## src/bdb_pkg.sv

```systemverilog
// Constants for the byte decrement and branch execution unit.
// Assumes an 8-bit CPU with 16-bit data addresses and a 9-bit data path.
package bdb_pkg;

   // ------------------------------------------------------------
   // Opcodes
   // ------------------------------------------------------------
   localparam logic [7:0] OP_SHORT_PAGE0  = 8'h34;
   localparam logic [7:0] OP_SHORT_PAGE1  = 8'h35;
   localparam logic [7:0] OP_SHORT_PAGEFE = 8'h33;
   localparam logic [7:0] OP_LONG         = 8'h36;
   localparam logic [7:0] OP_INDIRECT     = 8'h9A;

   // ------------------------------------------------------------
   // Address pages reached by the short forms
   // ------------------------------------------------------------
   localparam logic [7:0] PAGE0_HI  = 8'h00;
   localparam logic [7:0] PAGE1_HI  = 8'h01;
   localparam logic [7:0] PAGEFE_HI = 8'hFE;

   // ------------------------------------------------------------
   // Byte and cycle counts
   // ------------------------------------------------------------
   localparam logic [2:0] LEN_SHORT = 3'h3;
   localparam logic [2:0] LEN_LONG  = 3'h4;
   localparam logic [2:0] LEN_IND   = 3'h2;
   localparam logic [1:0] CYC_SHORT = 2'h2;
   localparam logic [1:0] CYC_LONG  = 2'h3;
   localparam logic [1:0] CYC_IND   = 2'h2;

   // ------------------------------------------------------------
   // Field layout and data constants
   // ------------------------------------------------------------
   localparam int         IDX_SEL_BIT   = 0;
   localparam int         IDX_LSB       = 1;
   localparam int         IDX_MSB       = 6;
   localparam int         IDX_RSVD_BIT  = 7;
   localparam int         BIT8_POS      = 8;
   localparam int         PSW_NINTH_POS = 1;
   localparam logic       BIT8_ASSUMED  = 1'b1;
   localparam logic [8:0] DEC_ONE       = 9'h001;
   localparam logic [7:0] BYTE_ZERO     = 8'h00;
   localparam logic [7:0] PSW_MASK      = 8'h02;

   typedef enum logic [2:0] {
      ST_IDLE,
      ST_PTR_LO,
      ST_PTR_HI,
      ST_RD,
      ST_WR
   } bdb_state_t;

endpackage : bdb_pkg

```

## src/bdb_exec.sv

```systemverilog
// Execution unit for byte decrement, decrement-and-branch-if-zero and
// indirect byte decrement instructions.
// Assumes the decoder hands over all instruction bytes with START_I, and
// that the data bus answers every read or write strobe with MEM_ACK_I.
`timescale 1ns/10ps
`default_nettype none

module bdb_exec
   import bdb_pkg::*;
(
   input  wire logic        CLK_I,
   input  wire logic        RESET_I,
   input  wire logic        START_I,
   input  wire logic [7:0]  OPCODE_I,
   input  wire logic [7:0]  OPND1_I,
   input  wire logic [7:0]  OPND2_I,
   input  wire logic [7:0]  OPND3_I,
   input  wire logic [15:0] PC_I,
   input  wire logic [7:0]  DISP_I,
   input  wire logic [8:0]  MEM_RDATA_I,
   input  wire logic        MEM_HAS_B8_I,
   input  wire logic        MEM_ACK_I,
   output logic             BUSY_O,
   output logic             DONE_O,
   output logic             ILLEGAL_O,
   output logic [15:0]      PC_O,
   output logic [2:0]       LEN_O,
   output logic [1:0]       CYCLES_O,
   output logic [15:0]      MEM_ADDR_O,
   output logic             MEM_RD_O,
   output logic             MEM_WR_O,
   output logic [8:0]       MEM_WDATA_O,
   output logic             PSW_WE_O,
   output logic [7:0]       PSW_MASK_O,
   output logic [7:0]       PSW_WDATA_O
);

   // ------------------------------------------------------------
   // Helpers
   // ------------------------------------------------------------
   function automatic logic [15:0] sext8(input logic [7:0] b);
      sext8 = {{8{b[7]}}, b};
   endfunction : sext8

   function automatic logic [15:0] short_addr(input logic [7:0] hi,
                                              input logic [7:0] lo);
      short_addr = {hi, lo};
   endfunction : short_addr

   // ------------------------------------------------------------
   // State
   // ------------------------------------------------------------
   bdb_state_t  st;
   bdb_state_t  next_st;
   logic [15:0] pc;
   logic [15:0] next_pc;
   logic [7:0]  rel;
   logic [7:0]  next_rel;
   logic [7:0]  disp;
   logic [7:0]  next_disp;
   logic [7:0]  ptr_lo;
   logic [7:0]  next_ptr_lo;
   logic        branch;
   logic        next_branch;
   logic        indexed;
   logic        next_indexed;
   logic        busy;
   logic        next_busy;
   logic        done;
   logic        next_done;
   logic        illegal;
   logic        next_illegal;
   logic [15:0] pc_out;
   logic [15:0] next_pc_out;
   logic [2:0]  len;
   logic [2:0]  next_len;
   logic [1:0]  cyc;
   logic [1:0]  next_cyc;
   logic [15:0] addr;
   logic [15:0] next_addr;
   logic        rd;
   logic        next_rd;
   logic        wr;
   logic        next_wr;
   logic [8:0]  wdata;
   logic [8:0]  next_wdata;
   logic        psw_we;
   logic        next_psw_we;
   logic [7:0]  psw_data;
   logic [7:0]  next_psw_data;
   // Mask is a constant, but is registered so every output leaves a flop
   logic [7:0]  psw_mask;
   logic [7:0]  next_psw_mask;

   // Result of the nine-bit decrement, valid while a read is acknowledged
   logic [8:0]  operand9;
   logic [8:0]  result9;
   logic        is_zero;
   logic [15:0] pc_seq;

   always_comb
   begin
      // Missing bit 8 is taken as one before decrementing
      operand9 = MEM_HAS_B8_I ? MEM_RDATA_I
                              : {BIT8_ASSUMED, MEM_RDATA_I[7:0]};
      // 100H - 1 = 0FFH with bit 8 clear: a clear flag marks the borrow
      result9  = operand9 - DEC_ONE;
      is_zero  = (wdata[7:0] == BYTE_ZERO);
      pc_seq   = pc + {13'h0000, len};
   end

   // ------------------------------------------------------------
   // Next-state logic
   // ------------------------------------------------------------
   always_comb
   begin
      next_st       = st;
      next_pc       = pc;
      next_rel      = rel;
      next_disp     = disp;
      next_ptr_lo   = ptr_lo;
      next_branch   = branch;
      next_indexed  = indexed;
      next_pc_out   = pc_out;
      next_len      = len;
      next_cyc      = cyc;
      next_addr     = addr;
      next_rd       = rd;
      next_wr       = wr;
      next_wdata    = wdata;
      next_psw_data = psw_data;
      next_psw_mask = PSW_MASK;
      next_done     = 1'b0;
      next_illegal  = 1'b0;
      next_psw_we   = 1'b0;
      unique case (st)
         ST_IDLE:
         begin
            if (START_I)
            begin
               next_pc      = PC_I;
               next_disp    = DISP_I;
               next_branch  = 1'b1;
               next_indexed = 1'b0;
               next_rd      = 1'b1;
               next_st      = ST_RD;
               next_rel     = OPND2_I;
               next_len     = LEN_SHORT;
               next_cyc     = CYC_SHORT;
               case (OPCODE_I)
                  OP_SHORT_PAGE0:
                     next_addr = short_addr(PAGE0_HI, OPND1_I);
                  OP_SHORT_PAGE1:
                     next_addr = short_addr(PAGE1_HI, OPND1_I);
                  OP_SHORT_PAGEFE:
                     next_addr = short_addr(PAGEFE_HI, OPND1_I);
                  OP_LONG:
                  begin
                     next_addr = {OPND2_I, OPND1_I};
                     next_rel  = OPND3_I;
                     next_len  = LEN_LONG;
                     next_cyc  = CYC_LONG;
                  end
                  OP_INDIRECT:
                  begin
                     next_branch  = 1'b0;
                     next_len     = LEN_IND;
                     next_cyc     = CYC_IND;
                     next_indexed = OPND1_I[IDX_SEL_BIT];
                     // Byte address of the pointer is twice its index
                     next_addr    = {9'h000,
                                     OPND1_I[IDX_MSB:IDX_LSB],
                                     1'b0};
                     next_st      = ST_PTR_LO;
                     // Index fills six bits, so 0..63 all decode
                     if (OPND1_I[IDX_RSVD_BIT])
                     begin
                        next_rd      = 1'b0;
                        next_illegal = 1'b1;
                        next_st      = ST_IDLE;
                     end
                  end
                  default:
                  begin
                     next_rd      = 1'b0;
                     next_illegal = 1'b1;
                     next_st      = ST_IDLE;
                  end
               endcase
            end
         end
         ST_PTR_LO:
         begin
            if (MEM_ACK_I)
            begin
               next_ptr_lo = MEM_RDATA_I[7:0];
               next_addr   = addr + 16'h0001;
               next_st     = ST_PTR_HI;
            end
         end
         ST_PTR_HI:
         begin
            if (MEM_ACK_I)
            begin
               // Wraps at 64K; the displacement is sign extended
               next_addr = {MEM_RDATA_I[7:0], ptr_lo}
                         + (indexed ? sext8(disp)
                                    : 16'h0000);
               next_st   = ST_RD;
            end
         end
         ST_RD:
         begin
            if (MEM_ACK_I)
            begin
               next_rd    = 1'b0;
               next_wr    = 1'b1;
               next_wdata = result9;
               next_st    = ST_WR;
            end
         end
         ST_WR:
         begin
            if (MEM_ACK_I)
            begin
               next_wr       = 1'b0;
               next_done     = 1'b1;
               next_psw_we   = 1'b1;
               next_psw_data = {6'h00, wdata[BIT8_POS], 1'b0};
               next_st       = ST_IDLE;
               // Offset applies only to branch forms with a zero byte
               if (branch && is_zero)
                  next_pc_out = pc_seq + sext8(rel);
               else
                  next_pc_out = pc_seq;
            end
         end
      endcase
      next_busy = (next_st != ST_IDLE);
   end

   // ------------------------------------------------------------
   // Registers
   // ------------------------------------------------------------
   always_ff @(posedge CLK_I or posedge RESET_I)
   begin
      if (RESET_I)
      begin
         st       <= ST_IDLE;
         pc       <= 16'h0000;
         rel      <= 8'h00;
         disp     <= 8'h00;
         ptr_lo   <= 8'h00;
         branch   <= 1'b0;
         indexed  <= 1'b0;
         busy     <= 1'b0;
         done     <= 1'b0;
         illegal  <= 1'b0;
         pc_out   <= 16'h0000;
         len      <= 3'h0;
         cyc      <= 2'h0;
         addr     <= 16'h0000;
         rd       <= 1'b0;
         wr       <= 1'b0;
         wdata    <= 9'h000;
         psw_we   <= 1'b0;
         psw_data <= 8'h00;
         psw_mask <= PSW_MASK;
      end
      else
      begin
         st       <= next_st;
         pc       <= next_pc;
         rel      <= next_rel;
         disp     <= next_disp;
         ptr_lo   <= next_ptr_lo;
         branch   <= next_branch;
         indexed  <= next_indexed;
         busy     <= next_busy;
         done     <= next_done;
         illegal  <= next_illegal;
         pc_out   <= next_pc_out;
         len      <= next_len;
         cyc      <= next_cyc;
         addr     <= next_addr;
         rd       <= next_rd;
         wr       <= next_wr;
         wdata    <= next_wdata;
         psw_we   <= next_psw_we;
         psw_data <= next_psw_data;
         psw_mask <= next_psw_mask;
      end
   end

   // ------------------------------------------------------------
   // Outputs
   // ------------------------------------------------------------
   assign BUSY_O      = busy;
   assign DONE_O      = done;
   assign ILLEGAL_O   = illegal;
   assign PC_O        = pc_out;
   assign LEN_O       = len;
   assign CYCLES_O    = cyc;
   assign MEM_ADDR_O  = addr;
   assign MEM_RD_O    = rd;
   assign MEM_WR_O    = wr;
   assign MEM_WDATA_O = wdata;
   assign PSW_WE_O    = psw_we;
   assign PSW_MASK_O  = psw_mask;
   assign PSW_WDATA_O = psw_data;

endmodule : bdb_exec

`default_nettype wire

```

## config.mk

```make
export PLATFORM = sky130hd
export DESIGN_NAME = bdb_exec
export DESIGN_NICKNAME = d
export VERILOG_FILES = /design/src/bdb_pkg.sv /design/src/bdb_exec.sv
export SDC_FILE = /design/constraint.sdc
export NUM_CORES = 1
export LEC_CHECK = 0
export ABC_AREA = 1
export BUFFER_PORTS_ARGS = -buffer_cell sky130_fd_sc_hd__buf_2
export CAP_MARGIN = 20
export CELL_PAD_IN_SITES_DETAIL_PLACEMENT = 1
export CELL_PAD_IN_SITES_GLOBAL_PLACEMENT = 2
export CORE_MARGIN = 2
export CORE_UTILIZATION = 25
export CTS_CLUSTER_SIZE = 20
export DETAILED_ROUTE_END_ITERATION = 7
export PLACE_DENSITY_LB_ADDON = 0.15
export SYNTH_ARGS = -nofsm -noshare
export SYNTH_HDL_FRONTEND = slang
export SYNTH_SLANG_ARGS = --single-unit
```

## constraint.sdc

```tcl
create_clock -name CLK_I -period 3.4 [get_ports CLK_I]
set_input_delay 0 -clock CLK_I [delete_from_list [all_inputs] [get_ports CLK_I]]
set_output_delay 0 -clock CLK_I [all_outputs]
set_load 0.005 [all_outputs]
```

======== After elaboration in Yosys (flattened, before gate mapping) ========
Cells that the tools add are included.
word-level totals
  register bits after elaboration ......... 97
  input port bits ......................... 70
cells by class
  add/subtract/negate cells ............... 5
  equality and inequality tests ........... 15
  mux-type cells .......................... 34
  reductions and logical operators ........ 15
operators by type and width
  kind                                                                      count
  16-bit two-way mux                                                        5
  16-bit case mux with 5 select lines                                       1
  16-bit case mux with 3 select lines                                       1
  16-bit adder                                                              2
  8-bit by 6-bit equality test with 1-bit output (second input constant)    4
  16-bit by 1-bit adder with 16-bit output (second input constant)          1
  16-bit by 3-bit adder with 16-bit output                                  1
  3-bit two-way mux                                                         5
  3-bit case mux with 5 select lines                                        1
  1-bit two-way mux                                                         13
  2-bit inequality test (second input constant)                             5
  9-bit two-way mux                                                         1
  9-bit by 1-bit subtractor with 9-bit output (second input constant)       1
  8-bit equality test (second input constant)                               1
  8-bit logical NOT                                                         1
  8-bit two-way mux                                                         1
  1-bit case mux with 2 select lines                                        4
  2-bit AND reduction                                                       4
  3-bit by 2-bit equality test with 1-bit output (second input constant)    2
  6-bit by 1-bit inequality test with 1-bit output (second input constant)  1
  3-bit case mux with 2 select lines                                        1
  3-bit AND reduction                                                       2
  3-bit nonzero test                                                        2
  5-bit AND reduction                                                       1
  other kinds (7)                                                           8

======== Depth between registers and ports, before layout ========
  depth after elaboration ................. 6
  depth in mapped cells ................... 20
  depth with buffers taken out ............ 20

======== Worst setup path after synthesis ========
No wires, ideal clock.
  path kind ............................... reg2reg
  start point ............................. reg len[0] (netlist: LEN_O[0])
  end point ............................... reg pc_out[10] (netlist: PC_O[10])
  arrival ................................. 2608 ps
  required time ........................... 3273 ps
  path slack .............................. 665 ps
  stages on the path, launching flop included .. 16
  buffers on the path ..................... 0
  path through ............................ dfrtp_1 > ha_1 > fa_1 > nand2_1 > a21oi_2 > or2_2 > nand2_1 > inv_1 > ha_1 > nand2_1 > nand3b_1 > nand2_1 > a21oi_1 > or2_2 > nand3_1 > a21boi_0
between the ends
  longest elaborated chain between the ends .. 3
ends and longest elaborated chain
  what                                          RTL line         text
  start: declaration                            bdb_exec.sv:75   logic [2:0] len;
  start signal: assignment                      bdb_exec.sv:283  len <= next_len;
  16-bit by 3-bit adder with 16-bit output (*)  bdb_exec.sv:109  pc_seq = pc + {13'h0000, len};
  16-bit adder                                  bdb_exec.sv:233  next_pc_out = pc_seq + sext8(rel);
  16-bit two-way mux (*)                        bdb_exec.sv:232  if (branch && is_zero)
  end signal: assignment                        bdb_exec.sv:282  pc_out <= next_pc_out;
  end: declaration                              bdb_exec.sv:73   logic [15:0] pc_out;
Mark *: on every way between the ends. The rest lies on a longest branch, timed or not.
A chain may end at the register's enable or synchronous reset.

======== Worst setup path in the final report ========
  start point ............................. reg len[0] (netlist: LEN_O[0])
  end point ............................... reg pc_out[11] (netlist: PC_O[11])
Same word-level chain as after synthesis.

==> summary.txt <==
Insertion delay of the later-clocked pin in the worst-skew pair - 0.37 ns
Fraction of layout cells with a size suffix above 1 - 15.3%
Port Buffers - 122
Number of placement rows - 61
Deepest clock path buffer count - 2
Overflow left after global routing - 0
Total GRT Usage - 17.8%
Die area - 29900 sq um
Post-layout min period - 3.09 ns
Largest net degree at the start of global routing - 57
Setup-failing EPs final - 0
Area of the mapped netlist - 7140 sq um
Leakage - 4.71 nW
Count of yosys warnings during synthesis - 0
Netlist cell types - 51
Post-synth top area cell - sky130_fd_sc_hd__dfrtp_1
Initial core utilization - 25.6%
First-pass GRT wire length - 42000 um
Post-detailed-routing wire length - 26100 um
Cell at the root of the clock tree - sky130_fd_sc_hd__clkbuf_16
DRC violations left - 0
Area growth from synthesis to layout - 25.7%
Initial antenna violation count - 0
Share of synthesized area occupied by flip-flops and latches - 33.6%
Clock tree from TritonCTS - built
Peak VDD IR - 0.252 mV
Hold crit path type - input pin to flip-flop
Setup CP Type - flip-flop to flip-flop
Number of primary I/O pins - 138
Worst-case clock skew - 0.0139 ns
Chip Width - 173 um
Post-DRT Antenna Nets - 0
Reg clk slew, reported paths - 0.09 ns
DR vias - 7213
Required time worst endpoint - 3.70 ns
Fill cell instance count of the final layout - 3576
# clock sinks - 96
Setup ws final - 0.313 ns
First-pass iteration count of the detailed router - 5
Worst slew slack as a fraction of its limit - 37.2%
Total Neg Setup Slack - 0 ns
Placer Congestion - 0.808
Reported max-cap violation count - 0
Number of setup buffers added after CTS - 0
Pre-CTS worst setup slack - 0.173 ns
Final Hold Slack - 0.0187 ns
Worst hold path cell count - 5
Count of final max-slew check failures - 0
Mean routed wirelength per cell - 16.4 um
Final HPWL DP - 20400 um
Gate count of the mapped netlist - 1038
Setup repair after global routing missed its margin - false
TritonCTS buffer count - 9
Total of flip-flops plus latches after synthesis - 96
Die height - 173 um
Depth of the worst register-to-register path - 16
Number of global-route vias before repair - 7446
Worst-path fanout max - 5
Final Hold Vio Count - 0
Per-cell via count in the routed design - 4.53
Arrival time at the worst endpoint - 3.39 ns
Fraction of synthesized cell area taken by the top area cell type - 33.6%
Number of levels in the clock H-tree - 3
Worst Setup Start Kind - flip-flop
Fin nets - 1319
Maximum frequency from static timing analysis - 0.324 GHz
Ratio of total power to cell area - 883 nW/um^2
Transition time at the pin with the least slew margin - 0.941 ns
Status - complete, no violations
Top area cells in the synthesized netlist - sky130_fd_sc_hd__dfrtp_1 (34%), sky130_fd_sc_hd__nand2_1 (18%), sky130_fd_sc_hd__ha_1 (6.3%)
Final Cycle Share - 90.8%
Area of the core - 27900 sq um
DRT iter0 DRCs - 293
ANT cells - 0
Post-synthesis average cell area - 6.88 sq um
Endpoint kind of the worst setup timing path - flip-flop
[metal layers]
metal	wire (um)	global-route usage [%]
met2	11800	28.3
met1	13300	25.6
met3	697	2.09
met5	0	0
met4	269	4.03
[cells in the final DEF (no fill, tap or decap), types with 3 or more instances in the layout]
cell type,synthesis,final
sky130_fd_sc_hd__nand4_1,16,16
sky130_fd_sc_hd__nand2_1,343,343
sky130_fd_sc_hd__dlygate4sd3_1,0,56
sky130_fd_sc_hd__o21ai_2,4,4
sky130_fd_sc_hd__or2_2,8,8
sky130_fd_sc_hd__xnor2_1,5,5
sky130_fd_sc_hd__fa_1,3,3
sky130_fd_sc_hd__nand2_4,4,4
sky130_fd_sc_hd__o21ai_1,3,3
sky130_fd_sc_hd__o21ai_0,59,59
sky130_fd_sc_hd__conb_1,2,15
sky130_fd_sc_hd__xor2_1,16,15
sky130_fd_sc_hd__nand3_1,77,77
sky130_fd_sc_hd__clkbuf_16,0,9
sky130_fd_sc_hd__a2bb2oi_1,8,8
sky130_fd_sc_hd__nor3_1,13,13
sky130_fd_sc_hd__inv_2,3,3
sky130_fd_sc_hd__a21oi_1,50,50
sky130_fd_sc_hd__inv_8,0,4
sky130_fd_sc_hd__dfrtp_1,96,96
sky130_fd_sc_hd__o21bai_1,5,5
sky130_fd_sc_hd__ha_1,36,35
sky130_fd_sc_hd__a21o_1,3,3
sky130_fd_sc_hd__and2_1,4,4
sky130_fd_sc_hd__buf_2,13,122
sky130_fd_sc_hd__nor2_2,4,4
sky130_fd_sc_hd__buf_4,18,9
sky130_fd_sc_hd__inv_1,116,115
sky130_fd_sc_hd__nor2_1,81,80
sky130_fd_sc_hd__nand3b_1,9,9
sky130_fd_sc_hd__nor2_4,2,3
[path summary, 6_finish.rpt]
check | from | endpoint | slack [ns]
worst max-delay path | LEN_O[0] | PC_O[11] | 0.31
worst min-delay path | OPND1_I[6] | MEM_ADDR_O[6] | 0.02
worst max register to register | LEN_O[0] | PC_O[11] | 0.31
worst min register to register | CYCLES_O[1] | CYCLES_O[1] | 0.47
max in group asynchronous | RESET_I | PC_O[1] | 2.24
min in group asynchronous | RESET_I | MEM_WR_O | 0.30
[cell type report]
class	count	area [sq um]	share of cell area [%]
sequential	96	2400	26.8
clock inverter	7	67.6	0.753
multi-input combinational	794	4110	45.7
tap	378	473	5.27
clock buffer	9	225	2.51
timing repair buffer	187	1240	13.8
inverter	122	465	5.18
[through the flow]
step | util, % | total power, mW | std cells | cell area (sq um)
2_1_floorplan | - | 5.27 | 1051 | 7190
3_3_place_gp | 29.0 | 6.77 | 1521 | 8100
6_report | 32.1 | 7.93 | 1593 | 8980
4_1_cts | 32.1 | 8.02 | 1593 | 8960
3_5_place_dp | 29.0 | 6.77 | 1521 | 8100
5_1_grt | 32.1 | 8.78 | 1593 | 8980
[report_power, final]
group	leakage [nW]	internal (mW)	total [mW]	switching, mW
Combinational	3.39	1.79	4.70	2.91
Clock	0.148	0.522	1.07	0.550
Sequential	1.17	1.68	2.16	0.481
[worst max-delay path, stage by stage, from the launching register on]
cell,delay (ns)
sky130_fd_sc_hd__dfrtp_1,0.40
sky130_fd_sc_hd__ha_1,0.24
sky130_fd_sc_hd__fa_1,0.42
sky130_fd_sc_hd__nand2_1,0.09
sky130_fd_sc_hd__a21oi_2,0.09
sky130_fd_sc_hd__nand3_1,0.14
sky130_fd_sc_hd__xor2_2,0.27
sky130_fd_sc_hd__ha_1,0.34
sky130_fd_sc_hd__nand2_1,0.14
sky130_fd_sc_hd__inv_1,0.06
sky130_fd_sc_hd__a21oi_1,0.13
sky130_fd_sc_hd__nand2_1,0.14
sky130_fd_sc_hd__nand2_1,0.09
sky130_fd_sc_hd__nand2_1,0.08
sky130_fd_sc_hd__xor2_1,0.17
sky130_fd_sc_hd__nand2_1,0.08
sky130_fd_sc_hd__a21boi_1,0.15
[cell families after synthesis]
kind of cell,after synthesis,share of synthesized area [%]
compound gates,148,12.0
xor+xnor,21,2.57
fa+ha+maj,39,7.15
buf+inv,161,9.97
flops,96,33.6
other cells,2,0.105
simple gates,571,34.6
[cell usage after synthesis, drive strengths merged]
cell type,number
o21a,2
nor2,87
nand4,16
a211oi,1
a31oi,1
inv,120
xor2,16
xnor2,5
nand2,349
conb,2
a2bb2oi,8
nor3b,2
o31ai,2
or2,10
nor3,15
a21oi,51
clkinv,2
clkbuf,5
fa,3
o31a,1
o21bai,5
and2,4
dfrtp,96
o211ai,2
a22oi,2
nand3,79
buf,34
o221ai,2
nand3b,9
a21boi,2
a21o,3
ha,36
o21ai,66
[sequential cells by signal, indices dropped and copies added, names as in the netlist]
register and cells:
branch 1, disp 8, MEM_ADDR_O 16, BUSY_O 1
ILLEGAL_O 1, CYCLES_O 2, rel 8, LEN_O 2
pc 16, PSW_WDATA_O 1, indexed 1, MEM_WDATA_O 9
MEM_RD_O 1, ptr_lo 8, PC_O 16, PSW_WE_O 1
st 3, MEM_WR_O 1
[timing repair]
action                                  in CTS  in global routing
resized for setup                            0                  3
hold buffers                                56                  0
endpoints found under the setup margin       0                  2
endpoints found under the hold margin      101                  0
Power figures use the tool's default switching activity.
